<file path="src/inc/psrs_map.svh">
`ifndef PSRS_MAP_SVH
`define PSRS_MAP_SVH

// ==========================================================
// Timing figures
`define PSRS_CLK_MHZ 40
// Low-power warning lead time before a sleep state, in ns
`define PSRS_WARN_NS 1000
// Rounded up to whole cycles
`define PSRS_WARN_CYC ((`PSRS_WARN_NS * `PSRS_CLK_MHZ + 999) / 1000)
// Carrier reset pulse length after a button edge or watchdog, in us
`define PSRS_RST_US 100
`define PSRS_RST_CYC (`PSRS_RST_US * `PSRS_CLK_MHZ)

// ==========================================================
// Widths and reset values
`define PSRS_CNT_W 12
`define PSRS_CNT_ZERO 12'h000
`define PSRS_CNT_ONE 12'h001
`define PSRS_PIN_W 10
// Idle level of each synchronised pin: buttons released, supply bad
`define PSRS_PINS_IDLE 10'h33f

`endif

</file>
<file path="src/inc/psrs_pkg.sv">
package psrs_pkg;

  // ==========================================================
  // Power states
  typedef enum logic [2:0] {
    PSRS_ON,
    PSRS_WARN,
    PSRS_STR,
    PSRS_STD,
    PSRS_OFF
  } psrs_state_t;

  // Sleep target that software asks for
  typedef enum logic [1:0] {
    PSRS_TGT_RAM,
    PSRS_TGT_DISK,
    PSRS_TGT_OFF
  } psrs_target_t;

  // ==========================================================
  // Carrier pins, in synchroniser order
  typedef struct packed {
    logic power_button_n;
    logic reset_button_n;
    logic supply_good;
    logic main_input_low;
    logic pcie_wake_n;
    logic aux_wake_n;
    logic battery_low_n;
    logic lid_n;
    logic sleep_button_n;
    logic overtemp_in_n;
  } psrs_pins_t;

  // Status shown to power-management software, active high
  typedef struct packed {
    logic lid_closed;
    logic sleep_pressed;
    logic battery_low;
    logic overtemp;
    logic wake_pending;
  } psrs_pm_t;

endpackage : psrs_pkg

</file>
<file path="src/core/psrs_top.sv">
`timescale 1ns/1ps
`include "psrs_map.svh"

// Function
// Power button falling edge leaves soft-off
// Reset button falling edge starts reset
// Held reset button does not extend reset
// Carrier reset on button, supply, voltage, watchdog, software
// Carrier keeps supply-good high only when good
// Warn attached devices before entering low power
// Option: shared pin becomes side bus reset
// Suspend-to-RAM indication low in that state
// Suspend-to-disk indication low in disk or off
// Soft-off indication asserted only in soft-off
// Watchdog expiry output after time-out event
// PCI Express wake low requests wake-up
// Auxiliary wake low requests wake-up
// Battery-low low reports low battery
// Lid switch state passed to software
// Sleep button reported to software
// Over-temperature low reports hot condition
// Thermal shutdown output low on CPU trip
// Two-flop synchronise every asynchronous input
module psrs_top
  import psrs_pkg::*;
#(
  parameter int RST_CYC = `PSRS_RST_CYC,
  parameter int WARN_CYC = `PSRS_WARN_CYC
) (
  // Clock and reset
  input wire logic i_clock,
  input wire logic i_sys_rst,
  // Carrier pins, asynchronous
  input wire logic i_power_button_n,
  input wire logic i_reset_button_n,
  input wire logic i_supply_good,
  input wire logic i_main_input_voltage_low,
  input wire logic i_pcie_wake_n,
  input wire logic i_aux_wake_n,
  input wire logic i_battery_low_n,
  input wire logic i_lid_n,
  input wire logic i_sleep_button_n,
  input wire logic i_overtemp_in_n,
  // Chipset side, same clock
  input wire logic i_watchdog_timeout,
  input wire logic i_watchdog_clear,
  input wire logic i_sw_reset,
  input wire logic i_sleep_req,
  input wire psrs_target_t i_sleep_target,
  input wire logic i_cpu_thermal_trip,
  input wire logic i_side_bus_option,
  // Carrier outputs
  output logic o_carrier_reset_n,
  output logic o_low_power_warning_n,
  output logic o_suspend_ram_n,
  output logic o_suspend_disk_n,
  output logic o_soft_off_n,
  output logic o_watchdog_expired,
  output logic o_thermal_shutdown_n,
  // Software status
  output psrs_pm_t o_pm_status,
  output psrs_state_t o_power_state
);

  // ==========================================================
  // Input synchronisation
  psrs_pins_t pins_raw;
  psrs_pins_t pins_s;
  psrs_pins_t prev_reg;
  psrs_pins_t prev_next;
  logic pb_fall;
  logic rb_fall;
  logic sl_fall;
  logic wake_req;

  // Pins gathered in struct order
  always_comb begin
    pins_raw = '{power_button_n: i_power_button_n, reset_button_n: i_reset_button_n,
                 supply_good: i_supply_good, main_input_low: i_main_input_voltage_low,
                 pcie_wake_n: i_pcie_wake_n, aux_wake_n: i_aux_wake_n,
                 battery_low_n: i_battery_low_n, lid_n: i_lid_n,
                 sleep_button_n: i_sleep_button_n, overtemp_in_n: i_overtemp_in_n};
  end

  // No edge detector looks at a first stage
  psrs_sync #(
    .W(`PSRS_PIN_W),
    .RST_VAL(`PSRS_PINS_IDLE)
  ) u_sync (
    .i_clock(i_clock),
    .i_sys_rst(i_sys_rst),
    .i_async(pins_raw),
    .o_sync(pins_s)
  );

  // Edge detection on synchronised levels only
  always_comb begin
    prev_next = pins_s;
    pb_fall = prev_reg.power_button_n & ~pins_s.power_button_n;
    rb_fall = prev_reg.reset_button_n & ~pins_s.reset_button_n;
    sl_fall = prev_reg.sleep_button_n & ~pins_s.sleep_button_n;
    wake_req = pb_fall | sl_fall | ~pins_s.pcie_wake_n | ~pins_s.aux_wake_n;
  end

  always_ff @(posedge i_clock) begin
    if (i_sys_rst) begin
      prev_reg <= `PSRS_PINS_IDLE;
    end else begin
      prev_reg <= prev_next;
    end
  end

  // ==========================================================
  // Power state machine
  psrs_state_t state_reg;
  psrs_state_t state_next;
  psrs_target_t tgt_reg;
  psrs_target_t tgt_next;
  logic [`PSRS_CNT_W-1:0] warn_reg;
  logic [`PSRS_CNT_W-1:0] warn_next;
  logic therm_reg;
  logic therm_next;

  // A CPU trip overrides every other transition and latches until power-up
  always_comb begin
    state_next = state_reg;
    tgt_next = tgt_reg;
    warn_next = warn_reg;
    therm_next = therm_reg | i_cpu_thermal_trip;
    unique case (state_reg)
      PSRS_ON: begin
        if (i_sleep_req) begin
          state_next = PSRS_WARN;
          tgt_next = i_sleep_target;
          warn_next = `PSRS_CNT_W'(WARN_CYC - 1);
        end
      end
      PSRS_WARN: begin
        if (warn_reg == `PSRS_CNT_ZERO) begin
          unique case (tgt_reg)
            PSRS_TGT_RAM: state_next = PSRS_STR;
            PSRS_TGT_DISK: state_next = PSRS_STD;
            default: state_next = PSRS_OFF;
          endcase
        end else begin
          warn_next = warn_reg - `PSRS_CNT_ONE;
        end
      end
      PSRS_STR, PSRS_STD: begin
        if (wake_req) begin
          state_next = PSRS_ON;
        end
      end
      PSRS_OFF: begin
        if (pb_fall) begin
          state_next = PSRS_ON;
          therm_next = i_cpu_thermal_trip;
        end
      end
    endcase
    if (i_cpu_thermal_trip) begin
      state_next = PSRS_OFF;
    end
  end

  always_ff @(posedge i_clock) begin
    if (i_sys_rst) begin
      state_reg <= PSRS_OFF;
      tgt_reg <= PSRS_TGT_OFF;
      warn_reg <= `PSRS_CNT_ZERO;
      therm_reg <= 1'b0;
    end else begin
      state_reg <= state_next;
      tgt_reg <= tgt_next;
      warn_reg <= warn_next;
      therm_reg <= therm_next;
    end
  end

  // ==========================================================
  // Reset pulse and watchdog
  logic [`PSRS_CNT_W-1:0] rst_cnt_reg;
  logic [`PSRS_CNT_W-1:0] rst_cnt_next;
  logic wdog_reg;
  logic wdog_next;
  logic side_reg;
  logic side_next;
  logic strap_done_reg;
  logic strap_done_next;

  // Pulse length is fixed, so a button held low cannot stretch it
  always_comb begin
    rst_cnt_next = rst_cnt_reg;
    if (rb_fall || i_watchdog_timeout) begin
      rst_cnt_next = `PSRS_CNT_W'(RST_CYC - 1);
    end else if (rst_cnt_reg != `PSRS_CNT_ZERO) begin
      rst_cnt_next = rst_cnt_reg - `PSRS_CNT_ONE;
    end
    // A time-out in the clearing cycle still sets the flag
    wdog_next = i_watchdog_timeout | (wdog_reg & ~i_watchdog_clear);
    // Assembly option caught once, just after reset release
    strap_done_next = 1'b1;
    side_next = strap_done_reg ? side_reg : i_side_bus_option;
  end

  always_ff @(posedge i_clock) begin
    if (i_sys_rst) begin
      rst_cnt_reg <= `PSRS_CNT_ZERO;
      wdog_reg <= 1'b0;
      side_reg <= 1'b0;
      strap_done_reg <= 1'b0;
    end else begin
      rst_cnt_reg <= rst_cnt_next;
      wdog_reg <= wdog_next;
      side_reg <= side_next;
      strap_done_reg <= strap_done_next;
    end
  end

  // ==========================================================
  // Output registers, computed from next state so they track it exactly
  logic crst_n_next;
  logic lpw_n_next;
  psrs_pm_t pm_next;
  logic asleep_next;

  always_comb begin
    asleep_next = state_next != PSRS_ON;
    // A bad supply is taken as power not good, never filtered
    crst_n_next = ~((rst_cnt_next != `PSRS_CNT_ZERO) | ~pins_s.supply_good | pins_s.main_input_low
                  | i_sw_reset | asleep_next);
    // The shared pin warns in low power, or resets the side bus
    lpw_n_next = side_next ? crst_n_next : ~asleep_next;
    pm_next.lid_closed = ~pins_s.lid_n;
    pm_next.sleep_pressed = ~pins_s.sleep_button_n;
    pm_next.battery_low = ~pins_s.battery_low_n;
    pm_next.overtemp = ~pins_s.overtemp_in_n;
    pm_next.wake_pending = ~pins_s.pcie_wake_n | ~pins_s.aux_wake_n;
  end

  always_ff @(posedge i_clock) begin
    if (i_sys_rst) begin
      o_carrier_reset_n <= 1'b0;
      o_low_power_warning_n <= 1'b0;
      o_suspend_ram_n <= 1'b1;
      o_suspend_disk_n <= 1'b0;
      o_soft_off_n <= 1'b0;
      o_watchdog_expired <= 1'b0;
      o_thermal_shutdown_n <= 1'b1;
      o_pm_status <= '0;
      o_power_state <= PSRS_OFF;
    end else begin
      o_carrier_reset_n <= crst_n_next;
      o_low_power_warning_n <= lpw_n_next;
      o_suspend_ram_n <= state_next != PSRS_STR;
      o_suspend_disk_n <= (state_next != PSRS_STD) && (state_next != PSRS_OFF);
      o_soft_off_n <= state_next != PSRS_OFF;
      o_watchdog_expired <= wdog_next;
      o_thermal_shutdown_n <= ~therm_next;
      o_pm_status <= pm_next;
      o_power_state <= state_next;
    end
  end
endmodule : psrs_top

</file>
<file path="src/core/psrs_sync.sv">
`timescale 1ns/1ps
`include "psrs_map.svh"

// ==========================================================
// Two-stage synchroniser for a group of asynchronous levels
module psrs_sync #(
  parameter int W = `PSRS_PIN_W,
  parameter logic [W-1:0] RST_VAL = '0
) (
  // Clock and reset
  input wire logic i_clock,
  input wire logic i_sys_rst,
  // Levels
  input wire logic [W-1:0] i_async,
  output logic [W-1:0] o_sync
);

  logic [W-1:0] meta_reg;
  logic [W-1:0] meta_next;
  logic [W-1:0] sync_reg;
  logic [W-1:0] sync_next;

  // First stage feeds only the second stage
  always_comb begin
    meta_next = i_async;
    sync_next = meta_reg;
  end

  // Both stages load the idle levels under reset
  always_ff @(posedge i_clock) begin
    if (i_sys_rst) begin
      meta_reg <= RST_VAL;
      sync_reg <= RST_VAL;
    end else begin
      meta_reg <= meta_next;
      sync_reg <= sync_next;
    end
  end

  assign o_sync = sync_reg;

endmodule : psrs_sync

</file>
<file path="config.mk">
export PLATFORM = sky130hd
export DESIGN_NAME = psrs_top
export DESIGN_NICKNAME = d
export VERILOG_FILES = /design/src/inc/psrs_pkg.sv /design/src/core/psrs_top.sv /design/src/core/psrs_sync.sv
export VERILOG_INCLUDE_DIRS = /design/src /design/src/inc
export SDC_FILE = /design/constraint.sdc
export NUM_CORES = 1
export LEC_CHECK = 0
export BUFFER_PORTS_ARGS = -buffer_cell sky130_fd_sc_hd__buf_2
export CAP_MARGIN = 20
export CELL_PAD_IN_SITES_DETAIL_PLACEMENT = 0
export CELL_PAD_IN_SITES_GLOBAL_PLACEMENT = 2
export CORE_MARGIN = 2
export CORE_UTILIZATION = 32
export DETAILED_ROUTE_END_ITERATION = 8
export GPL_ROUTABILITY_DRIVEN = 0
export PLACE_DENSITY = 0.73
export SLEW_MARGIN = 20
export SYNTH_ARGS = -nofsm -noshare
export SYNTH_HDL_FRONTEND = slang
export SYNTH_SLANG_ARGS = --single-unit
</file>
<file path="constraint.sdc">
create_clock -name i_clock -period 2.1 [get_ports i_clock]
set_clock_uncertainty 0.05 [all_clocks]
set_input_delay 0.315 -clock i_clock [delete_from_list [all_inputs] [get_ports i_clock]]
set_output_delay 0.315 -clock i_clock [all_outputs]
set_load 0.03 [all_outputs]
</file>
# Yosys cells after proc, flatten, opt, wreduce, memory -nomap -nowiden

Index checks and enable logic that the tools add are counted.
Widths: inputs -> output; s select.

Add/subtract/negate cells: 2
Equality and inequality tests: 10
Mux-type cells: 17
Bitwise logic cells: 27
Reduce and logical (&&, ||, !) cells: 12

Operators by type and width:

| kind                  | count |
|---|---|
| $mux 12               | 4 |
| $pmux 12 s2           | 1 |
| $reduce_bool 12->1    | 2 |
| $sub 12x1->12 const B | 2 |
| $mux 3                | 5 |
| $not 1->1             | 13 |
| $logic_not 12->1      | 1 |
| $pmux 3 s4            | 1 |
| $or 1x1->1            | 10 |
| $eq 3x2->1 const B    | 2 |
| $ne 3x2->1 const B    | 2 |
| $pmux 3 s2            | 1 |
| $mux 1                | 5 |
| $and 1x1->1           | 4 |
| $ne 2x2->1 const B    | 2 |
| $eq 3x1->1 const B    | 1 |
| $eq 3x3->1 const B    | 1 |
| $logic_not 3->1       | 1 |
| $ne 3x3->1 const B    | 1 |
| $reduce_and 3->1      | 1 |
| $reduce_bool 3->1     | 1 |
| $eq 2x1->1 const B    | 1 |
| $logic_not 2->1       | 1 |
| $reduce_and 2->1      | 1 |
| 4 further kinds       | 4 |

Bits in registers: 67
Input port bits: 20
Output and inout bits: 15
Logic and storage cells: 92

# Depth between registers and ports, before layout

Word-level depth: 12
Depth in mapped cells: 10
Gate-level depth less buffers: 8

# By module

From an unflattened synthesis, not the netlist that was laid out.

Cells, all modules: 305
Area, all modules: 2860.2 um^2

Modules (own cells, without submodules):

| module    | instances | cells an instance | area each (um^2) | sequential area each (um^2) |
|---|---|---|---|---|
| psrs_top  | 1         | 263               | 2312.2           | 940.9 |
| psrs_sync | 1         | 42                | 548.0            | 400.4 |

# Worst setup path after synthesis

OpenSTA, ideal clock, no wires.

Kind: register -> register
Start: register rst_cnt_reg[0]
End: register o_low_power_warning_n
Library setup time: 123 ps
Arrival: 2024 ps
Required time: 1927 ps
Path slack: -97 ps
Cell stages (with the launch flop): 11
Buffers on the path: 2
Clock period less this slack: 2197 ps
Cell sequence: dfxtp_1 > buf_6 > inv_1 > ha_1 > or3b_1 > clkbuf_1 > or4_1 > nand3_1 > nor4_1 > o211ai_1 > a21oi_1

Cells in the longest elaborated chain, start to end: 10
Elaborated cells on any way between the ends: 11
Classes of those cells: add/sub (1); mux (3); bitwise (5); reduce/logical (2)

Ends and longest elaborated chain:

| element                                                              | line            | text |
|---|---|---|
| start, declared                                                      | psrs_top.sv:182 | `` logic [`PSRS_CNT_W-1:0] rst_cnt_reg; `` |
| start signal, assigned                                               | psrs_top.sv:208 | `` rst_cnt_reg <= `PSRS_CNT_ZERO; `` |
| start signal, assigned                                               | psrs_top.sv:213 | `rst_cnt_reg <= rst_cnt_next;` |
| $sub 12x1->12 (no source line) or $reduce_bool 12->1 (tied branches) | -               |  |
| $mux 12 (*)                                                          | psrs_top.sv:196 | `` end else if (rst_cnt_reg != `PSRS_CNT_ZERO) begin `` |
| $mux 12 (*)                                                          | psrs_top.sv:194 | `if (rb_fall \|\| i_watchdog_timeout) begin` |
| $reduce_bool 12->1 (no source line) (*)                              | -               |  |
| $or 1x1->1 (*) (4 in a row)                                          | psrs_top.sv:230 | `` crst_n_next = ~((rst_cnt_next != `PSRS_CNT_ZERO) \| ~pins_s.supply_good \| pins_s.main_input_low `` |
| $not 1->1 (*)                                                        | psrs_top.sv:230 |  |
| $mux 1 (*)                                                           | psrs_top.sv:233 | `lpw_n_next = side_next ? crst_n_next : ~asleep_next;` |
| end signal, assigned                                                 | psrs_top.sv:254 | `o_low_power_warning_n <= lpw_n_next;` |
| end, declared                                                        | psrs_top.sv:54  | `output logic o_low_power_warning_n,` |

Mark *: on every way between the ends. The rest lies on a longest branch, timed or not.
A chain may end at the register's enable or synchronous reset.

# Worst setup path in the final report

Same ends and word-level chain as after synthesis.

==> results.json <==
{
  "die_h_um": 95.7,
  "insertion_delay_ns": 0.34,
  "cp_max_fo": 3,
  "wl_um": 6050,
  "grtUsageMet3_pct": 5.32,
  "crit_type": "reg2reg",
  "num-fill-cells": 813,
  "dp_hpwl_um": 4190,
  "synth_top_flop_cell": "dfxtp_1",
  "tightest_slew_ns": 0.704,
  "cts_buffers": 9,
  "area_delta_synth_final_pct": 29.4,
  "finish.utilization_pct": 42.6,
  "ys.warnings.count": 0,
  "synth_area_leader_cell": "dfxtp_1",
  "synth_common_cells": "dfxtp_1, nor2_1, nand2_1",
  "yosysSeqAreaShare_pct": 49.8,
  "power.leakage_uw": 0.00145,
  "h-tree-depth": 3,
  "cts_tree": "yes",
  "grt.busiest_layer": "met2",
  "clockBufferDepth": 2,
  "cts-hold-fix-buffers": 0,
  "arrival_ns": 2.41,
  "first_pass_iters": 4,
  "fin_crit_ns": 2.17,
  "grt_overflow": 0,
  "setup_violations": 2,
  "rows": 33,
  "failed_checks": "negative setup slack",
  "synth-seq-cells": 67,
  "insertedDiodeCount": 0,
  "synth.most_common_cell": "dfxtp_1",
  "cts.sinks": 67,
  "finalHoldViolCount": 0,
  "netlist.area_leader.share_pct": 49.8,
  "use_met1_pct": 18.5,
  "ant_nets": 0,
  "antenna_found_initial": 0,
  "setup_ws_ns": -0.0746,
  "final_area_mm2": 0.00348,
  "drt_iter0_drc": 91,
  "synth_cell_types": 57,
  "port_buffers": 34,
  "die-area_mm2": 0.00916,
  "drive_above_1_share_pct": 35.6,
  "grt_setup_unrepaired": "true",
  "num-nets-final": 381,
  "syn-num-nets": 310,
  "cp-start-kind": "flip-flop",
  "drc": 0,
  "powerDensity_mw_per_mm2": 807,
  "cap_viol_max_count": 0,
  "core_mm2": 0.00818,
  "synth_edf_count": 0,
  "initial_utilization_pct": 32.9,
  "min_path_type": "in2reg",
  "crit_path_end_kind": "flip-flop",
  "syn_area_per_cell_um2": 9.41,
  "fmax_mhz": 460,
  "ios": 35,
  "grt_util_met2_pct": 21.2,
  "ys_top_cells_by_area": "dfxtp_1, or2_2, nor2_1, a21oi_1, xor2_1",
  "peakVddDrop_v": 0.000366,
  "grt_start_max_net_pins": 33,
  "crit_required_ns": 2.33,
  "num_vias": 2226,
  "die_w_um": 95.7,
  "post-route-period-util_pct": 104,
  "async_flop_share_pct": 0,
  "slew_headroom_pct": 52.6,
  "outcome": "complete, but fails checks",
  "grt_pass1_vias": 2119,
  "vias_per_cell": 4.77,
  "wl_per_cell_um": 13.0,
  "netlist_instances": 286,
  "grt_pass1_wl_um": 9890,
  "grt_usage_pct": 14.3,
  "cts-root-buf": "clkbuf_8",
  "maxSlewViolCount": 0,
  "placed_area_mm2": 0.00317,
  "clk_pin_slew_worst_paths_ns": 0.08,
  "synth_area_mm2": 0.00269
}
[placed cells by master (no fill, tap or decap), types with 3 or more instances in the layout]
cell      instances
a211oi_1          4
a21oi_1          19
a31oi_1           3
buf_2            34
buf_4            34
clkbuf_8          9
dfxtp_1          65
inv_1            12
inv_6             3
nand2_1          20
nand3_1           5
nand4_1           3
nand4b_1          4
nor2_1           30
nor2b_1           6
nor3_1            4
nor4_1            5
nor4_2            3
o21ai_0           5
o21ai_1           3
o31ai_1           4
or2_2            19
or4_1             3
xor2_1            9
[cell type report]
type	instances	area (um2)	share of cell area, %
well taps	105	131	3.77
repair buffers	70	448	12.9
clock buffers	9	124	3.55
multi-input cells	194	1300	37.2
flip-flops and latches	67	1340	38.6
clock inverters	7	80.1	2.30
inverters	15	61.3	1.76
[metal layers]
metal / wire length, um / part of all wire [%]
met3: 287 / 4.7
met2: 2760 / 46
met5: 0 / 0
met4: 106 / 1.8
met1: 2900 / 48
[through the flow]
step                setup WS [ns]  hold slack [ns]  instances  power [uW]  setup TNS, ns
finish                    -0.0746           0.0933        467        2810         -0.118
global route               -0.128           0.0733        467        2950         -0.254
CTS                       -0.0399           0.0721        464        2840        -0.0399
detailed placement        -0.0706            0.321        447        1690        -0.0959
global placement          -0.0179            0.322        447        1690        -0.0179
floorplan                 0.00477            0.318        286        1580              0
[power by group]
group / internal [uW] / switching [uW] / leakage, uW / total, uW
registers: 1320 / 27.0 / 0.000551 / 1350
clock network: 567 / 546 / 0.000103 / 1110
logic: 162 / 188 / 0.000795 / 350
[kinds of logic after synthesis]
family | count (synthesis) | synth area share, %
AND/OR/NAND/NOR | 123 | 25.8
buffers and inverters | 25 | 5.07
multiplexers | 2 | 0.790
AO/OA/AOI/OAI | 53 | 12.7
XOR/XNOR | 12 | 3.90
adder cells (fa/ha/maj) | 4 | 1.86
flip-flops | 67 | 49.8
[worst paths after layout]
| kind | start | end | slack [ns] | cells past startpoint |
|---|---|---|---|---|
| setup / recovery | rst_cnt_reg[0] | o_low_power_warning_n | -0.07 | 6 |
| hold / removal | i_battery_low_n | u_sync.meta_reg[3] | 0.09 | 2 |
| setup reg to reg | rst_cnt_reg[0] | o_low_power_warning_n | -0.07 | 6 |
| hold reg to reg | u_sync.o_sync[0] | o_pm_status[1] | 0.33 | 1 |
[critical path, cell delays in order (launching register included)]
cell and delay, ns:
dfxtp_2 0.35, or4_4 0.54, or3_4 0.36, xnor2_2 0.15, nor4bb_1 0.33, o211ai_1 0.20, a21oi_1 0.15
[timing repair]
item	CTS	global route
endpoints found under the setup margin	2	5
resized for setup	8	12
buffers inserted	1	3
cloned	0	0
hold endpoints to repair	0	0
pin swaps	3	8
(Power assumes the default switching activity.)
